**config.mk**
```make
export PLATFORM = sky130hd
export DESIGN_NAME = c16_top
export DESIGN_NICKNAME = d
export VERILOG_FILES = /design/src/include/c16_pkg.sv /design/src/include/c16_tick_if.sv /design/src/rtl/c16_top.sv /design/src/rtl/c16_sync.sv /design/src/rtl/c16_prescale.sv
export SDC_FILE = /design/constraint.sdc
export NUM_CORES = 1
export LEC_CHECK = 0
export CAP_MARGIN = 10
export CORE_MARGIN = 5
export CORE_UTILIZATION = 40
export CTS_CLUSTER_DIAMETER = 80
export DETAILED_ROUTE_END_ITERATION = 6
export DONT_BUFFER_PORTS = 1
export GPL_ROUTABILITY_DRIVEN = 0
export GPL_TIMING_DRIVEN = 0
export SLEW_MARGIN = 20
export SYNTH_ARGS = -nofsm -noshare
export SYNTH_HDL_FRONTEND = slang
export SYNTH_HIERARCHICAL = 1
export SYNTH_SLANG_ARGS = --single-unit
```
**constraint.sdc**
```tcl
create_clock -name mclk -period 5.55 [get_ports mclk]
set_input_delay 1.3875 -clock mclk [delete_from_list [all_inputs] [get_ports mclk]]
set_output_delay 1.3875 -clock mclk [all_outputs]
set_load 0.05 [all_outputs]
```
**src/include/c16_pkg.sv**
```systemverilog
package c16_pkg;
    // Avalon-MM slave geometry.
    localparam int          ADDR_W        = 10;
    localparam int          DATA_W        = 32;
    // Register indices; the byte address is four times the index.
    localparam logic [7:0]  IDX_FLAGS     = 8'h0c;
    localparam logic [7:0]  IDX_CNT_LO    = 8'h0e;
    localparam logic [7:0]  IDX_CNT_HI    = 8'h0f;
    localparam logic [7:0]  IDX_CTRL      = 8'h10;
    localparam logic [7:0]  IDX_ENABLES   = 8'h8c;
    // Control register fields.
    localparam int          CTRL_RUN_BIT  = 0;
    localparam int          CTRL_SRC_BIT  = 1;
    localparam int          CTRL_ASYNC_BIT = 2;
    localparam int          CTRL_OSC_BIT  = 3;
    localparam int          CTRL_PS_LSB   = 4;
    localparam int          CTRL_PS_MSB   = 5;
    localparam logic [7:0]  CTRL_WR_MASK  = 8'h3f;
    localparam logic [7:0]  CTRL_RESET    = 8'h00;
    // Flag and enable registers.
    localparam int          FLAG_OVF_BIT  = 0;
    localparam logic        FLAG_RESET    = 1'h0;
    localparam logic        IEN_RESET     = 1'h0;
    // Count register.
    localparam logic [15:0] CNT_RESET     = 16'h0000;
    localparam logic [15:0] CNT_MAX       = 16'hffff;
    // Timing: the instruction clock is one quarter of the main clock.
    localparam int          MCLK_HZ       = 40_000_000;
    localparam int          INSTR_DIV     = 4;
    localparam logic [1:0]  INSTR_LAST    = 2'(INSTR_DIV - 1);
    localparam int          OSC_MAX_HZ    = 200_000;
    localparam int          OSC_MIN_CYC   = MCLK_HZ / OSC_MAX_HZ;
    // Prescaler width for the largest ratio of 1:8.
    localparam int          PS_W          = 3;
    // Count source, one-hot.
    typedef enum logic [2:0] {
        C16_SRC_INSTR = 3'b001,
        C16_SRC_SYNC  = 3'b010,
        C16_SRC_ASYNC = 3'b100
    } c16_src_e;
endpackage : c16_pkg

```
**src/include/c16_tick_if.sv**
```systemverilog
`timescale 1ns/1ps
interface c16_tick_if;
    logic       tick;
    logic       clr;
    logic [1:0] sel;
    logic       pulse;
    modport core   (output tick, output clr, output sel, input pulse);
    modport scaler (input tick, input clr, input sel, output pulse);
endinterface : c16_tick_if

```
**src/rtl/c16_top.sv**
```systemverilog
// The Avalon-MM slave port was chosen for this implementation.
`timescale 1ns/1ps
// Behaviour
// - Sixteen-bit count in two bytes counts up, wrapping from all ones to zero.
// - Wrap from maximum to zero raises an overflow event.
// - Overflow latches flag bit 0 of the flag register until cleared.
// - Interrupt request goes out only when enable bit 0 is set.
// - Control bit 0 runs or stops counting; resets to zero.
// - Control bit 1 picks instruction clock or external pin rising edges.
// - Timer advances per instruction cycle; counter per external rising edge.
// - Control bits 5:4 prescale by 1, 2, 4 or 8.
// - Control bit 2 chooses synchronised or unsynchronised external counting.
// - Synchronise bit is ignored when internal clock is selected.
// - Control bit 3 turns the crystal oscillator on or off.
// - Oscillator on forces shared pins 0 and 1 to inputs.
// - Oscillator keeps running in sleep; rated up to 200 kHz.
// - Capture/compare trigger input clears the count.
// - Control bits 7:6 ignore writes and read zero.
// - Trigger clear never sets the overflow flag.
// - A count write in the trigger cycle wins over the clear.
module c16_top (
    // Clock and reset.
    input  wire logic                          mclk,
    input  wire logic                          rst,
    // Avalon-MM register slave.
    input  wire logic [c16_pkg::ADDR_W-1:0]    avs_address,
    input  wire logic                          avs_read,
    input  wire logic                          avs_write,
    input  wire logic [c16_pkg::DATA_W-1:0]    avs_writedata,
    input  wire logic [3:0]                    avs_byteenable,
    output logic      [c16_pkg::DATA_W-1:0]    avs_readdata,
    output logic                               avs_waitrequest,
    // Count inputs.
    input  wire logic                          ext_count_clock_pin,
    input  wire logic                          capture_compare_reset,
    input  wire logic                          sleep_active,
    // Shared pin override.
    input  wire logic [1:0]                    port_direction,
    output logic      [1:0]                    shared_pin_oe_n,
    // Status toward the system.
    output logic                               crystal_osc_run,
    output logic                               overflow_irq,
    output logic      [15:0]                   count_value
);
    import c16_pkg::*;

    c16_tick_if ps ();

    logic [7:0]        ctrl_ff;
    logic [15:0]       count_ff;
    logic [15:0]       nxt_count;
    logic              flag_ff;
    logic              ien_ff;
    logic              wait_ff;
    logic [DATA_W-1:0] rdata_ff;
    logic [DATA_W-1:0] nxt_rdata;
    logic              irq_ff;
    logic [1:0]        pin_oe_n_ff;
    logic              osc_ff;
    logic [1:0]        div_ff;
    logic              raw_ff;
    logic              raw_prev_ff;
    logic              sync_rise;
    logic              raw_rise;
    logic              instr_tick;
    logic              base_tick;
    logic              accept;
    logic              wr_acc;
    logic              wr_lo;
    logic              wr_hi;
    logic              wr_cnt;
    logic              wr_ctrl;
    logic              wr_flags;
    logic              wr_ien;
    logic              evt_clr;
    logic              inc;
    logic              ovf;
    c16_src_e          src_mode;

    // Byte address of a register from its index.
    function automatic logic hit(input logic [ADDR_W-1:0] a, input logic [7:0] idx);
        return a == {idx, 2'b00};
    endfunction : hit

    // Bus decode. A request is taken on the edge where waitrequest is low.
    assign accept   = (avs_read | avs_write) & ~wait_ff;
    assign wr_acc   = avs_write & ~wait_ff & avs_byteenable[0];
    assign wr_lo    = wr_acc & hit(avs_address, IDX_CNT_LO);
    assign wr_hi    = wr_acc & hit(avs_address, IDX_CNT_HI);
    assign wr_ctrl  = wr_acc & hit(avs_address, IDX_CTRL);
    assign wr_flags = wr_acc & hit(avs_address, IDX_FLAGS);
    assign wr_ien   = wr_acc & hit(avs_address, IDX_ENABLES);
    assign wr_cnt   = wr_lo | wr_hi;

    // One wait cycle per access so read data can come from a flop.
    always_ff @(posedge mclk or posedge rst) begin
        if (rst) begin
            wait_ff <= 1'b1;
        end else if (avs_read | avs_write) begin
            wait_ff <= ~wait_ff;
        end else begin
            wait_ff <= 1'b1;
        end
    end

    // Read mux; unmapped addresses read zero.
    always_comb begin
        nxt_rdata = '0;
        if (hit(avs_address, IDX_CTRL)) begin
            nxt_rdata[7:0] = ctrl_ff & CTRL_WR_MASK;
        end else if (hit(avs_address, IDX_CNT_LO)) begin
            nxt_rdata[7:0] = count_ff[7:0];
        end else if (hit(avs_address, IDX_CNT_HI)) begin
            nxt_rdata[7:0] = count_ff[15:8];
        end else if (hit(avs_address, IDX_FLAGS)) begin
            nxt_rdata[FLAG_OVF_BIT] = flag_ff;
        end else if (hit(avs_address, IDX_ENABLES)) begin
            nxt_rdata[FLAG_OVF_BIT] = ien_ff;
        end
    end

    // Read data is captured in the wait cycle and stands while waitrequest is low.
    always_ff @(posedge mclk or posedge rst) begin
        if (rst) begin
            rdata_ff <= '0;
        end else if (avs_read && wait_ff) begin
            rdata_ff <= nxt_rdata;
        end
    end

    // Control register; the top two bits are never stored.
    always_ff @(posedge mclk or posedge rst) begin
        if (rst) begin
            ctrl_ff <= CTRL_RESET;
        end else if (wr_ctrl) begin
            ctrl_ff <= avs_writedata[7:0] & CTRL_WR_MASK;
        end
    end

    // Interrupt enable register.
    always_ff @(posedge mclk or posedge rst) begin
        if (rst) begin
            ien_ff <= IEN_RESET;
        end else if (wr_ien) begin
            ien_ff <= avs_writedata[FLAG_OVF_BIT];
        end
    end

    // Instruction clock divider. It keeps counting in sleep; only its tick is masked by sleep_active.
    always_ff @(posedge mclk or posedge rst) begin
        if (rst) begin
            div_ff <= 2'h0;
        end else if (div_ff == INSTR_LAST) begin
            div_ff <= 2'h0;
        end else begin
            div_ff <= div_ff + 2'h1;
        end
    end

    assign instr_tick = (div_ff == INSTR_LAST) & ~sleep_active;

    // Synchronised path for the external clock pin.
    c16_sync u_sync (
        .mclk (mclk),
        .rst  (rst),
        .d    (ext_count_clock_pin),
        .rise (sync_rise)
    );

    // Unsynchronised path: one sample only, so it answers a cycle sooner.
    // It trades metastability margin for latency and keeps counting in sleep.
    always_ff @(posedge mclk or posedge rst) begin
        if (rst) begin
            raw_ff      <= 1'b0;
            raw_prev_ff <= 1'b0;
        end else begin
            raw_ff      <= ext_count_clock_pin;
            raw_prev_ff <= raw_ff;
        end
    end

    assign raw_rise = raw_ff & ~raw_prev_ff;

    // Count source; the sync bit matters only for the external source.
    always_comb begin
        if (!ctrl_ff[CTRL_SRC_BIT]) begin
            src_mode = C16_SRC_INSTR;
        end else if (ctrl_ff[CTRL_ASYNC_BIT]) begin
            src_mode = C16_SRC_ASYNC;
        end else begin
            src_mode = C16_SRC_SYNC;
        end
    end

    // Tick of the selected source before the prescaler.
    always_comb begin
        case (src_mode)
            C16_SRC_INSTR: base_tick = instr_tick;
            C16_SRC_SYNC:  base_tick = sync_rise & ~sleep_active;
            C16_SRC_ASYNC: base_tick = raw_rise;
            default:       base_tick = 1'b0;
        endcase
    end

    // Prescaler hookup; writing the count restarts the ratio.
    assign ps.tick = base_tick & ctrl_ff[CTRL_RUN_BIT];
    assign ps.clr  = wr_cnt;
    assign ps.sel  = ctrl_ff[CTRL_PS_MSB:CTRL_PS_LSB];

    c16_prescale u_prescale (
        .mclk (mclk),
        .rst  (rst),
        .p    (ps.scaler)
    );

    // The trigger clears in any mode; unsynchronised use is at software's risk.
    assign evt_clr = capture_compare_reset & ~wr_cnt;
    assign inc     = ps.pulse & ~wr_cnt & ~evt_clr;
    assign ovf     = inc & (count_ff == CNT_MAX);

    // Next count: write first, then trigger clear, then increment.
    always_comb begin
        nxt_count = count_ff;
        if (wr_lo) begin
            nxt_count[7:0] = avs_writedata[7:0];
        end
        if (wr_hi) begin
            nxt_count[15:8] = avs_writedata[7:0];
        end
        if (evt_clr) begin
            nxt_count = CNT_RESET;
        end else if (inc) begin
            nxt_count = count_ff + 16'h0001;
        end
    end

    always_ff @(posedge mclk or posedge rst) begin
        if (rst) begin
            count_ff <= CNT_RESET;
        end else begin
            count_ff <= nxt_count;
        end
    end

    // Overflow flag: a set in the clearing cycle wins, the trigger never sets it.
    always_ff @(posedge mclk or posedge rst) begin
        if (rst) begin
            flag_ff <= FLAG_RESET;
        end else if (ovf) begin
            flag_ff <= 1'b1;
        end else if (wr_flags) begin
            flag_ff <= avs_writedata[FLAG_OVF_BIT];
        end
    end

    // Gated request toward the interrupt controller.
    always_ff @(posedge mclk or posedge rst) begin
        if (rst) begin
            irq_ff <= 1'b0;
        end else begin
            irq_ff <= flag_ff & ien_ff;
        end
    end

    // Oscillator enable ignores sleep so the crystal keeps running.
    // Start-up settling is left to software; nothing here waits for it.
    always_ff @(posedge mclk or posedge rst) begin
        if (rst) begin
            osc_ff <= 1'b0;
        end else begin
            osc_ff <= ctrl_ff[CTRL_OSC_BIT];
        end
    end

    // Shared pins: oscillator on overrides the port direction to input.
    always_ff @(posedge mclk or posedge rst) begin
        if (rst) begin
            pin_oe_n_ff <= 2'h3;
        end else if (ctrl_ff[CTRL_OSC_BIT]) begin
            pin_oe_n_ff <= 2'h3;
        end else begin
            pin_oe_n_ff <= port_direction;
        end
    end

    // Outputs straight from flops.
    assign avs_readdata    = rdata_ff;
    assign avs_waitrequest = wait_ff;
    assign shared_pin_oe_n = pin_oe_n_ff;
    assign crystal_osc_run = osc_ff;
    assign overflow_irq    = irq_ff;
    assign count_value     = count_ff;
endmodule : c16_top

```
**src/rtl/c16_sync.sv**
```systemverilog
`timescale 1ns/1ps
module c16_sync (
    // Clock and reset.
    input  wire logic mclk,
    input  wire logic rst,
    // Raw level in, rising edge out.
    input  wire logic d,
    output logic      rise
);
    logic s1_ff;
    logic s2_ff;
    logic s3_ff;

    // Two flops settle the level; the third only serves the edge detector.
    always_ff @(posedge mclk or posedge rst) begin
        if (rst) begin
            s1_ff <= 1'b0;
            s2_ff <= 1'b0;
            s3_ff <= 1'b0;
        end else begin
            s1_ff <= d;
            s2_ff <= s1_ff;
            s3_ff <= s2_ff;
        end
    end

    // Edge is taken after the second stage only.
    assign rise = s2_ff & ~s3_ff;
endmodule : c16_sync

```
**src/rtl/c16_prescale.sv**
```systemverilog
`timescale 1ns/1ps
module c16_prescale (
    // Clock and reset.
    input wire logic mclk,
    input wire logic rst,
    // Tick link to the core.
    c16_tick_if.scaler p
);
    import c16_pkg::*;

    logic [PS_W-1:0] cnt_ff;
    logic [PS_W-1:0] mask;

    // Ratio select sets how many low bits must be all ones.
    always_comb begin
        case (p.sel)
            2'h0:    mask = 3'h0;
            2'h1:    mask = 3'h1;
            2'h2:    mask = 3'h3;
            default: mask = 3'h7;
        endcase
    end

    // Free count of source ticks, cleared when the count is written.
    always_ff @(posedge mclk or posedge rst) begin
        if (rst) begin
            cnt_ff <= 3'h0;
        end else if (p.clr) begin
            cnt_ff <= 3'h0;
        end else if (p.tick) begin
            cnt_ff <= cnt_ff + 3'h1;
        end
    end

    assign p.pulse = p.tick & ~p.clr & ((cnt_ff & mask) == mask);
endmodule : c16_prescale

```
Word-level counts from Yosys, hierarchy flattened. Index checks and enable logic that the tools add are counted. W data, S select, Z words.

Flip-flop bits (word level): 45. Bits of input ports: 55. Output and inout port bits: 53. Logic and storage cells: 86.

Add/sub/neg operators: 3. Equality and inequality tests: 13. Multiplexer cells: 21. Bitwise logic cells: 28. Reductions and logical operators: 6.

Operators with widths (number): $mux W16 (2); $mux W8 (4); $eq A10 B6 Y1 const B (3); $and A1 B1 Y1 (19); $add A16 B1 Y16 const B (1); $eq A16 B16 Y1 const B (1); $mux W3 (4); $eq A10 B10 Y1 const B (1); $eq A10 B7 Y1 const B (1); $pmux W3 S3 (1); $mux W7 (1); $mux W1 (6); $not A1 Y1 (6); $reduce_bool A3 Y1 (2); $eq A2 B2 Y1 const B (2); $mux W2 (2); $reduce_bool A2 Y1 (2); $add A3 B1 Y3 const B (1); $and A3 B3 Y3 (1); $eq A3 B1 Y1 const B (1); $eq A3 B2 Y1 const B (1); $eq A3 B3 Y1 (1); $eq A3 B3 Y1 const B (1); $pmux W1 S3 (1); other kinds (5) (6).

Logic depth before layout (Yosys ltp). Gate-level depths: netlist of the first run.

Depth in word-level cells: 12. Mapped depth: 12. Gate-level depth less buffers: 12.

Hierarchy. The synthesis of the first run kept the hierarchy.

Modules (own cells, without submodules): c16_top (instances 1, cells an instance 239, area each 2371.0 µm², seq. area each 1029.7 µm²); c16_prescale (instances 1, cells an instance 18, area each 162.7 µm², seq. area each 75.1 µm²); c16_sync (instances 1, cells an instance 5, area each 92.6 µm², seq. area each 75.1 µm²).

Worst setup path after synthesis of the first run. Ideal clock, no wire load.

Path type: input -> register. Start point: input sleep_active. End point: register count_ff[11], in the netlist count_value[11]. Arrival: 3852 ps. Required time: 5468 ps. Path slack: 1615 ps. Stages on the path: 10. Buffers on the path: 0. Cell sequence: or3b_2 a21boi_0 nor2b_1 o21ai_1 a21oi_1 nand4_1 nor4_1 nand3_1 xor2_1 o22ai_1.

Cells in the longest elaborated chain, start to end: 10. Elaborated cells on any way between the ends: 12.

Ends and longest elaborated chain: start, declared (line c16_top.sv:36) `input wire logic sleep_active,`; $not A1 Y1 (*) (line c16_top.sv:160, c16_top.sv:199); $and A1 B1 Y1 (on tied branches) (line c16_top.sv:199, c16_top.sv:160); $pmux W1 S3 (*) (line c16_top.sv:197) `case (src_mode)`; $and A1 B1 Y1 (*) (line c16_top.sv:206) `assign ps.tick = base_tick & ctrl_ff[CTRL_RUN_BIT];`; named net ps.tick (line c16_tick_if.sv:3) `logic tick;`; $and A1 B1 Y1 (*) (2 in series) (line c16_prescale.sv:35) `assign p.pulse = p.tick & ~p.clr & ((cnt_ff & mask) == mask);`; named net ps.pulse (line c16_tick_if.sv:6) `logic pulse;`; $and A1 B1 Y1 (*) (2 in series) (line c16_top.sv:218) `assign inc = ps.pulse & ~wr_cnt & ~evt_clr;`; $mux W16 (line c16_top.sv:232) `end else if (inc) begin`; $mux W16 (line c16_top.sv:230) `if (evt_clr) begin`; end signal, assigned (line c16_top.sv:241) `count_ff <= nxt_count;`; end, declared (line c16_top.sv:50) `logic [15:0] count_ff;`.

Mark *: on every way through the listed nets, which the timed path passes. The rest lies on a longest branch. A chain may end at the register's enable or synchronous reset.

Final worst setup path of the first run. Same ends and word-level chain as after synthesis.

==> out/results.ini, run 1 <==
[timing]
rsz0062_at_grt=false
fmax_mhz=230
setup_slack_ns=1.20
worst_pin_slew_ns=1.08
finalSetupViolations=0
slew_violations=0
hold_viol_final=0
timing.slew.headroom=0.275
clock-skew-final_ns=0.0161
period_share=0.784
final.min_clock_period_ns=4.35
tns_ns=0

[critical_path]
startpoint_type=input port
arrival_ns=4.57
crit_type=in -> reg
crit_required_ns=5.77
cp_max_fo=6
end_kind=flip-flop

[finish]
most-common-layout-cells=dfrtp_1, nand2_1, buf_4, conb_1, o21ai_0
antenna_cells=0
fin_nets=351
mostFrequentLayoutCell=dfrtp_1
area_growth_syn_to_layout_pct=11.9
fillCellCount=605
drive_above_1_share=0.204
final_cells=371

[clock_network]
clk_latency_ns=0.31
ctsHoldBuffers=0
cts_resized=0
clk_path_buf_depth=2
clkSlewWorstSetupHoldPaths_ns=0.10
cts_tree=yes
cts-buffers-inserted=5
cts_setup_buffers=0
root_buffer=clkbuf_8
htree_num_levels=2
clock-sinks=47

[synthesis]
synth_edf_count=0
synthCells=262
ys_async_sr_fraction=1.00
syn_area_per_cell_um2=10.0
seq_area_frac_synth=0.449
yosysWarningCount=6
synth_cell_type_count=56
ys_ff_latch=47
synth_top_flop_cell=dfrtp_1
syn_area_um2=2630

[detailed_routing]
drtIter0Drc=178
antenna_left=0
wire_per_inst_um=17.7
wl_um=6580
drcViolationCount=0
viasPerCell=5.41
dr.pass1.iters=6
vias=2008

[run]
maxCapViolCount=0

[floorplanning]
initial_core_util=0.411
die_x_um=91.0
coreArea_um2=6390
die_y_um=91.0
boundaryPins=108
dieArea_um2=8290
rows=29

[global_route]
grt.total_usage=0.157
overflow=0
grt_pass1_wl_um=10500
grt_max_degree=33
grt_pass1_vias=1902
antenna_found_initial=0

[placement]
placedCellCount=363
hpwl_um=4940
pre_cts_ws_ns=1.00
port_buffers=0

[power_and_ir_drop]
p_per_area_nw_per_um2=250
power.leakage_nw=1.37
ir_drop_uv=110

[outcome]
status=complete, no violations

[min_path]
min_path_type=reg -> reg

==> per-stage QoR <==
stage / power [W] / instance area, um2 / util / hold WS (ns)
after floorplan: 0.000475 / 2710 / - / 0.331
after global placement: 0.000485 / 2810 / 0.440 / 0.332
after detailed placement: 0.000487 / 2830 / 0.443 / 0.337
after CTS: 0.000738 / 2940 / 0.460 / 0.359
after global routing: 0.000761 / 2940 / 0.460 / 0.364
final: 0.000736 / 2940 / 0.460 / 0.357
==> area by class of cell <==
class,count,area [um2],area share
clock buffer,6,72.6,0.0247
multi-input combinational,196,1260,0.429
buffer,33,239,0.0813
timing repair buffer,1,20.0,0.00681
clock inverter,2,37.5,0.0128
tap,77,96.3,0.0328
sequential,47,1180,0.401
inverter,9,33.8,0.0115
==> power by group <==
group / internal [W] / leakage, nW / switching [W]
registers: 0.000353 / 0.621 / 0.0000376
logic: 0.0000269 / 0.699 / 0.0000626
clock network: 0.000135 / 0.0514 / 0.000121
==> critical path, stage by stage <==
cell	delay (ns)
or3b_2	0.42
a21boi_0	0.49
nor2b_1	0.19
o21ai_1	0.07
a21oi_1	0.35
nand4_1	0.25
nor4_1	0.87
nand3_1	0.19
xor2_1	0.19
o22ai_1	0.17
==> synthesized netlist by cell type (7+ instances only) <==
cell / instances / area, um2
o22ai_1: 9 / 56.3
a21oi_1: 9 / 45.0
dfrtp_1: 44 / 1100
nor2_1: 10 / 37.5
mux2_2: 7 / 78.8
o21ai_0: 13 / 65.1
nand2_1: 28 / 105
buf_4: 24 / 180
inv_1: 8 / 30.0
nor3_1: 8 / 40.0
==> final timing paths <==
path | start | endpoint | slack (ns) | cells after the start
max | sleep_active | count_value[11]$_DFFE_PP0P_ | 1.20 | 10
min | u_sync/s1_ff$_DFF_PP0_ | u_sync/s2_ff$_DFF_PP0_ | 0.36 | 0
max reg2reg | div_ff[0]$_DFF_PP0_ | count_value[11]$_DFFE_PP0P_ | 1.72 | 11
min reg2reg | u_sync/s1_ff$_DFF_PP0_ | u_sync/s2_ff$_DFF_PP0_ | 0.36 | 0
max in group asynchronous | rst | avs_waitrequest$_DFF_PP1_ | 4.16 | 2
min in group asynchronous | rst | u_sync/s2_ff$_DFF_PP0_ | 0.82 | 1
==> state kept, by name, summed over array words and instances (netlist names) <==
signal,count
ien_ff,1
avs_waitrequest,1
overflow_irq,1
raw_ff,1
avs_readdata,8
u_sync/s1_ff,1
raw_prev_ff,1
u_sync/s3_ff,1
shared_pin_oe_n,2
crystal_osc_run,1
flag_ff,1
div_ff,2
u_prescale/cnt_ff,3
ctrl_ff,6
u_sync/s2_ff,1
count_value,16
==> routing by layer <==
metal | vias up | wire length [um] | global-route usage
met5 | - | 0 | 0
met4 | 0 | 192 | 0.0672
met3 | 14 | 667 | 0.0653
met2 | 82 | 2940 | 0.230
met1 | 941 | 2780 | 0.204
li1 | 971 | - | -
==> cells by family (layout without fill, tap and decap cells) <==
family                     Yosys count  count (layout)  synth area share
AOI/OAI and AO/OA                   62              62             0.169
xor gates and xnor gates             6               6            0.0200
adders and majority gates            3               3            0.0143
buffers and inverters               42              51             0.104
DFF                                 47              47             0.449
muxes                               13              13            0.0529
other                                1              24           0.00143
and+or+nand+nor                     88              88             0.190
Note: power is estimated with default switching activity, not from simulation.
==> run 2, diff against run 1 <==
==> constraint.sdc (replaced) <==
create_clock -name mclk -period 3.8 [get_ports mclk]
set_input_delay 0.95 -clock mclk [delete_from_list [all_inputs] [get_ports mclk]]
set_output_delay 0.95 -clock mclk [all_outputs]
set_load 0.05 [all_outputs]
==> run 2 against run 1 <==
Effect of this change: die area did not move; total power rose by 46%; final cell count did not move; non-clock buffer count did not move; flip-flop and latch count did not move; clock skew fell by 0.0011 ns; critical path depth did not move; setup slack got worse by 0.85 ns; core utilization rose by 0.18 points; count of clock-buffer cells in the layout did not move; critical endpoint is now count_value[12]$_DFFE_PP0P_; largest cell class unchanged.
==> out/results.ini, run 2 (synthesized netlist as in run 1, its figures left out) <==
[finish]
fin_nets=351  ; unchanged
antenna_cells=0  ; unchanged
fin_area_um2=2950  ; +0.38%
most-common-layout-cells=dfrtp_1, nand2_1, buf_4, conb_1, o21ai_0
largest_reg_flops=16  ; unchanged
mostFrequentLayoutCell=dfrtp_1
area_growth_syn_to_layout_pct=12.3
drive_above_1_share=0.211  ; +0.00680

[detailed_routing]
viasPerCell=5.42  ; +0.20%
dr.pass1.iters=4  ; -2
antenna_left=0  ; unchanged
wl_um=6580  ; about the same
drcViolationCount=0  ; unchanged
wire_per_inst_um=17.7  ; about the same
vias=2012  ; +0.20%
drtIter0Drc=190  ; +6.7%

[clock_network]
root_buffer=clkbuf_8
cts_tree=yes
clk_latency_ns=0.31  ; about the same
clkSlewWorstSetupHoldPaths_ns=0.10  ; about the same
cts-buffers-inserted=5  ; unchanged
ctsHoldBuffers=0  ; unchanged
htree_num_levels=2  ; unchanged
clk_path_buf_depth=2  ; unchanged
cts_setup_buffers=0  ; unchanged
clock-sinks=47  ; unchanged
cts_resized=1  ; +1

[timing]
rsz0062_at_grt=false
slew_violations=0  ; unchanged
fmax_mhz=290
finalSetupViolations=0  ; unchanged
whs_ns=0.357  ; -0.0000410 ns
clock-skew-final_ns=0.0150  ; -0.00108 ns
setup_slack_ns=0.350  ; -0.847 ns
hold_viol_final=0  ; unchanged
timing.slew.headroom=0.257  ; -0.0179
period_share=0.908
worst_pin_slew_ns=1.11  ; +0.0266 ns
final.min_clock_period_ns=3.45

[critical_path]
end_kind=flip-flop
arrival_ns=3.61  ; -0.96 ns
crit_type=in -> reg
r2r_setup_slack_ns=0.39  ; -1.33 ns
startpoint_type=input port
crit_required_ns=3.96  ; -1.81 ns
cp_max_fo=6  ; unchanged

[min_path]
min_path_type=reg -> reg

[placement]
hpwl_um=4940  ; unchanged
place_area_um2=2830  ; unchanged
port_buffers=0  ; unchanged
pre_cts_ws_ns=-0.312  ; -1.31 ns

[floorplanning]
rows=29  ; unchanged
die_x_um=91.0  ; unchanged
die_y_um=91.0  ; unchanged
initial_core_util=0.411  ; unchanged
dieArea_um2=8290  ; unchanged
coreArea_um2=6390  ; unchanged
boundaryPins=108  ; unchanged

[global_route]
grt_max_degree=33  ; unchanged
antenna_found_initial=0  ; unchanged
overflow=0  ; unchanged
grt_pass1_vias=1906  ; +0.21%
grt_pass1_wl_um=10500  ; +0.13%
grt.total_usage=0.157  ; +0.000173

[run]
maxCapViolCount=0  ; unchanged

[power_and_ir_drop]
p_per_area_nw_per_um2=364  ; +45%
ir_drop_uv=159  ; +45%
power.leakage_nw=1.37  ; about the same

[outcome]
status=complete, no violations

## run 2: report_power, final
| group | internal [W] | switching (W) | leakage (nW) |
|---|---|---|---|
| sequential | 0.000516 | 0.0000550 | 0.621 |
| combinational | 0.0000393 | 0.0000916 | 0.700 |
| clock | 0.000197 | 0.000176 | 0.0514 |
## run 2: path summary, 6_finish.rpt
check / from / end / depth (start not counted)
setup / recovery: sleep_active / count_value[12]$_DFFE_PP0P_ / 10
hold / removal: u_sync/s1_ff$_DFF_PP0_ / u_sync/s2_ff$_DFF_PP0_ / 0
setup reg to reg: avs_waitrequest$_DFF_PP1_ / count_value[12]$_DFFE_PP0P_ / 12
hold reg to reg: u_sync/s1_ff$_DFF_PP0_ / u_sync/s2_ff$_DFF_PP0_ / 0
max in group asynchronous: rst / avs_waitrequest$_DFF_PP1_ / 2
min in group asynchronous: rst / u_sync/s2_ff$_DFF_PP0_ / 1
## run 2: layer usage
metal / global-route usage / part of all wire
met5: 0 / 0
met3: 0.0661 / 0.10
met4: 0.0672 / 0.029
met2: 0.231 / 0.45
met1: 0.203 / 0.42
## run 2: per-stage QoR
stage | util | TNS, ns | instances | power (W)
2_1_floorplan | - | 0 | 285 | 0.000693
3_5_place_dp | 0.443 | -1.59 | 363 | 0.000712
6_report | 0.462 | 0 | 371 | 0.00107
4_1_cts | 0.461 | 0 | 371 | 0.00108
3_3_place_gp | 0.440 | -2.01 | 362 | 0.000708
5_1_grt | 0.462 | 0 | 371 | 0.00111
## run 2: cell type report
type / instances / area [um2]
flip-flops and latches: 47 / 1180
repair buffers: 1 / 20.0
multi-input cells: 196 / 1270
clock buffers: 6 / 72.6
well taps: 77 / 96.3
clock inverters: 2 / 37.5
plain buffers: 33 / 239
fillers: 604 / 3440
inverters: 9 / 33.8
## run 2: critical path, cell delays in order
cell and delay, ns:
or3b_2 0.42, a21boi_1 0.36, nor2b_1 0.17, o21ai_1 0.07, a21oi_1 0.34, nand4_1 0.35
nor3_2 0.44, a41oi_1 0.16, o21ai_0 0.21, o311ai_1 0.12
==> run 3, diff against run 2 <==
--- a/config.mk
+++ b/config.mk
@@ -5,14 +5,16 @@
 export SDC_FILE = /design/constraint.sdc
 export NUM_CORES = 1
 export LEC_CHECK = 0
+export BUFFER_PORTS_ARGS = -buffer_cell sky130_fd_sc_hd__buf_4
 export CAP_MARGIN = 10
 export CORE_MARGIN = 5
 export CORE_UTILIZATION = 40
 export CTS_CLUSTER_DIAMETER = 80
 export DETAILED_ROUTE_END_ITERATION = 6
-export DONT_BUFFER_PORTS = 1
 export GPL_ROUTABILITY_DRIVEN = 0
 export GPL_TIMING_DRIVEN = 0
+export PLACE_DENSITY = 0.71
+export SKIP_CTS_REPAIR_TIMING = 1
 export SLEW_MARGIN = 20
 export SYNTH_ARGS = -nofsm -noshare
 export SYNTH_HDL_FRONTEND = slang
==> run 3 against run 2 <==
Effect of this change: critical path depth up 1; setup slack worse by 0.13 ns; largest cell class unchanged; final cell count up 15%.
==> out/results.ini, run 3 (synthesized netlist as in run 1, its figures left out) <==
[detailed_routing]
antenna_left=0  ; unchanged
drtIter0Drc=204  ; +7.4%
wire_per_inst_um=16.1  ; -9.3%
drcViolationCount=0  ; unchanged
viasPerCell=5.30  ; -2.4%
vias=2261  ; +12%
wl_um=6870  ; +4.4%
dr.pass1.iters=4  ; unchanged

[clock_network]
htree_num_levels=2  ; unchanged
clkSlewWorstSetupHoldPaths_ns=0.09  ; about the same
cts_tree=yes
clk_path_buf_depth=2  ; unchanged
clk_latency_ns=0.30  ; about the same
root_buffer=clkbuf_8
cts-buffers-inserted=5  ; unchanged
clock-sinks=47  ; unchanged

[critical_path]
critPathBufInv=1  ; +1
max_stage_delay_ns=0.43  ; about the same
cp_max_fo=6  ; unchanged
end_kind=flip-flop
cp_top_family=simple AND/OR/NAND/NOR gates
reg2reg_depth=11  ; -1
crit_chain=buf_4 -> or3b_2 -> a21boi_1 -> nor2b_1 -> o21ai_1 -> a21oi_1 -> nand4_1 -> nor3_2 -> a41oi_1 -> o21ai_0 -> o311ai_1
startpoint_type=input port
timing.rr.end=count_value[12]$_DFFE_PP0P_
crit_type=in -> reg
cpMaxStageDelayCell=or3b_2
r2r_setup_slack_ns=0.43  ; +0.04 ns
reg2reg_from=div_ff[0]$_DFF_PP0_
arrival_ns=3.75  ; +0.14 ns
crit_required_ns=3.97  ; about the same

[finish]
final_cells=427  ; +15%
fin_nets=407  ; +16%
drive_above_1_share=0.337  ; +0.126
most-common-layout-cells=buf_4, dfrtp_1, nand2_1
area_growth_syn_to_layout_pct=28.7
fillCellCount=619  ; +2.5%
largest_reg_flops=16  ; unchanged
fin_area_um2=3380  ; +15%
mostFrequentLayoutCell=buf_4
antenna_cells=0  ; unchanged

[power_and_ir_drop]
p_per_area_nw_per_um2=330  ; -9.3%
finalPower_w=0.00112  ; +3.9%
power.leakage_nw=1.67  ; +22%
ir_drop_uv=189  ; +19%

[placement]
pre_cts_ws_ns=-0.500  ; -0.188 ns
hpwl_um=5230  ; +5.7%
placedCellCount=419  ; +15%
place_area_um2=3250  ; +15%
port_buffers=56  ; +56

[floorplanning]
initial_core_util=0.411  ; unchanged
dieArea_um2=8290  ; unchanged
boundaryPins=108  ; unchanged
coreArea_um2=6390  ; unchanged
rows=29  ; unchanged
die_x_um=91.0  ; unchanged
die_y_um=91.0  ; unchanged

[timing]
tns_ns=0  ; unchanged
setup_slack_ns=0.222  ; -0.128 ns
fmax_mhz=280  ; -3.6%
worst_pin_slew_ns=1.03  ; -0.0721 ns
slew_violations=0  ; unchanged
hold_viol_final=0  ; unchanged
period_share=0.941  ; +0.0337
rsz0062_at_grt=false
timing.slew.headroom=0.305  ; +0.0485
final.min_clock_period_ns=3.58  ; +0.128 ns
clock-skew-final_ns=0.00378  ; -0.0112 ns
finalSetupViolations=0  ; unchanged

[min_path]
min_to=u_sync/s2_ff$_DFF_PP0_
hold_depth=0  ; unchanged
min_path_type=reg -> reg
hold_path.startpoint=u_sync/s1_ff$_DFF_PP0_

[global_route]
antenna_found_initial=0  ; unchanged
grt_pass1_wl_um=11200  ; +6.2%
overflow=0  ; unchanged
grt.total_usage=0.164  ; +0.00689
grt_max_degree=29  ; -12%
grt_pass1_vias=2230  ; +17%

[run]
maxCapViolCount=0  ; unchanged

[outcome]
status=complete, no violations

## run 3: where the power goes
part           total [W]  internal (W)  switching [W]  leakage [nW]
clock           0.000368      0.000196       0.000171        0.0514
combinational   0.000222     0.0000719       0.000150          1.00
sequential      0.000527      0.000517      0.0000106         0.621
## run 3: area by class of cell
type,instances,area (um2),area share
buffer,33,239,0.0707
clock buffer,6,72.6,0.0215
clock inverter,2,37.5,0.0111
inverter,9,33.8,0.0100
multi-input combinational,196,1280,0.379
sequential,47,1180,0.349
tap,77,96.3,0.0285
timing repair buffer,57,440,0.130
## run 3: metrics by stage
| step | util | hold slack [ns] |
|---|---|---|
| 2_1_floorplan | - | 0.331 |
| 3_3_place_gp | 0.506 | 0.333 |
| 3_5_place_dp | 0.509 | 0.347 |
| 4_1_cts | 0.526 | 0.368 |
| 5_1_grt | 0.529 | 0.385 |
| 6_report | 0.529 | 0.363 |
## run 3: worst max path at each step
stage,slack [ns],endpoint,from,depth (start not counted)
2_1_floorplan,0.30,count_value[11]$_DFFE_PP0P_,sleep_active,10
3_3_place_gp,-0.42,count_value[11]$_DFFE_PP0P_,sleep_active,11
3_5_place_dp,-0.50,count_value[11]$_DFFE_PP0P_,sleep_active,11
4_1_cts,-0.25,count_value[11]$_DFFE_PP0P_,sleep_active,11
5_1_grt,0.04,count_value[12]$_DFFE_PP0P_,sleep_active,11
6_report,0.22,count_value[12]$_DFFE_PP0P_,sleep_active,11
## run 3: worst register-to-register path, cell delays in order (launching register included)
cell and delay [ns]:
dfrtp_1 0.38, ha_1 0.17, or3b_2 0.44, a21boi_1 0.36, nor2b_1 0.18, o21ai_1 0.07, a21oi_1 0.38, nand4_1 0.34
nor3_2 0.43, a41oi_1 0.15, o21ai_0 0.20, o311ai_1 0.14
## run 3: layer usage
layer | vias up | share of wire | global-route usage
met5 | - | 0 | 0
met4 | 0 | 0.018 | 0.0636
met3 | 11 | 0.064 | 0.0405
met2 | 84 | 0.48 | 0.260
met1 | 1077 | 0.43 | 0.216
li1 | 1089 | - | -
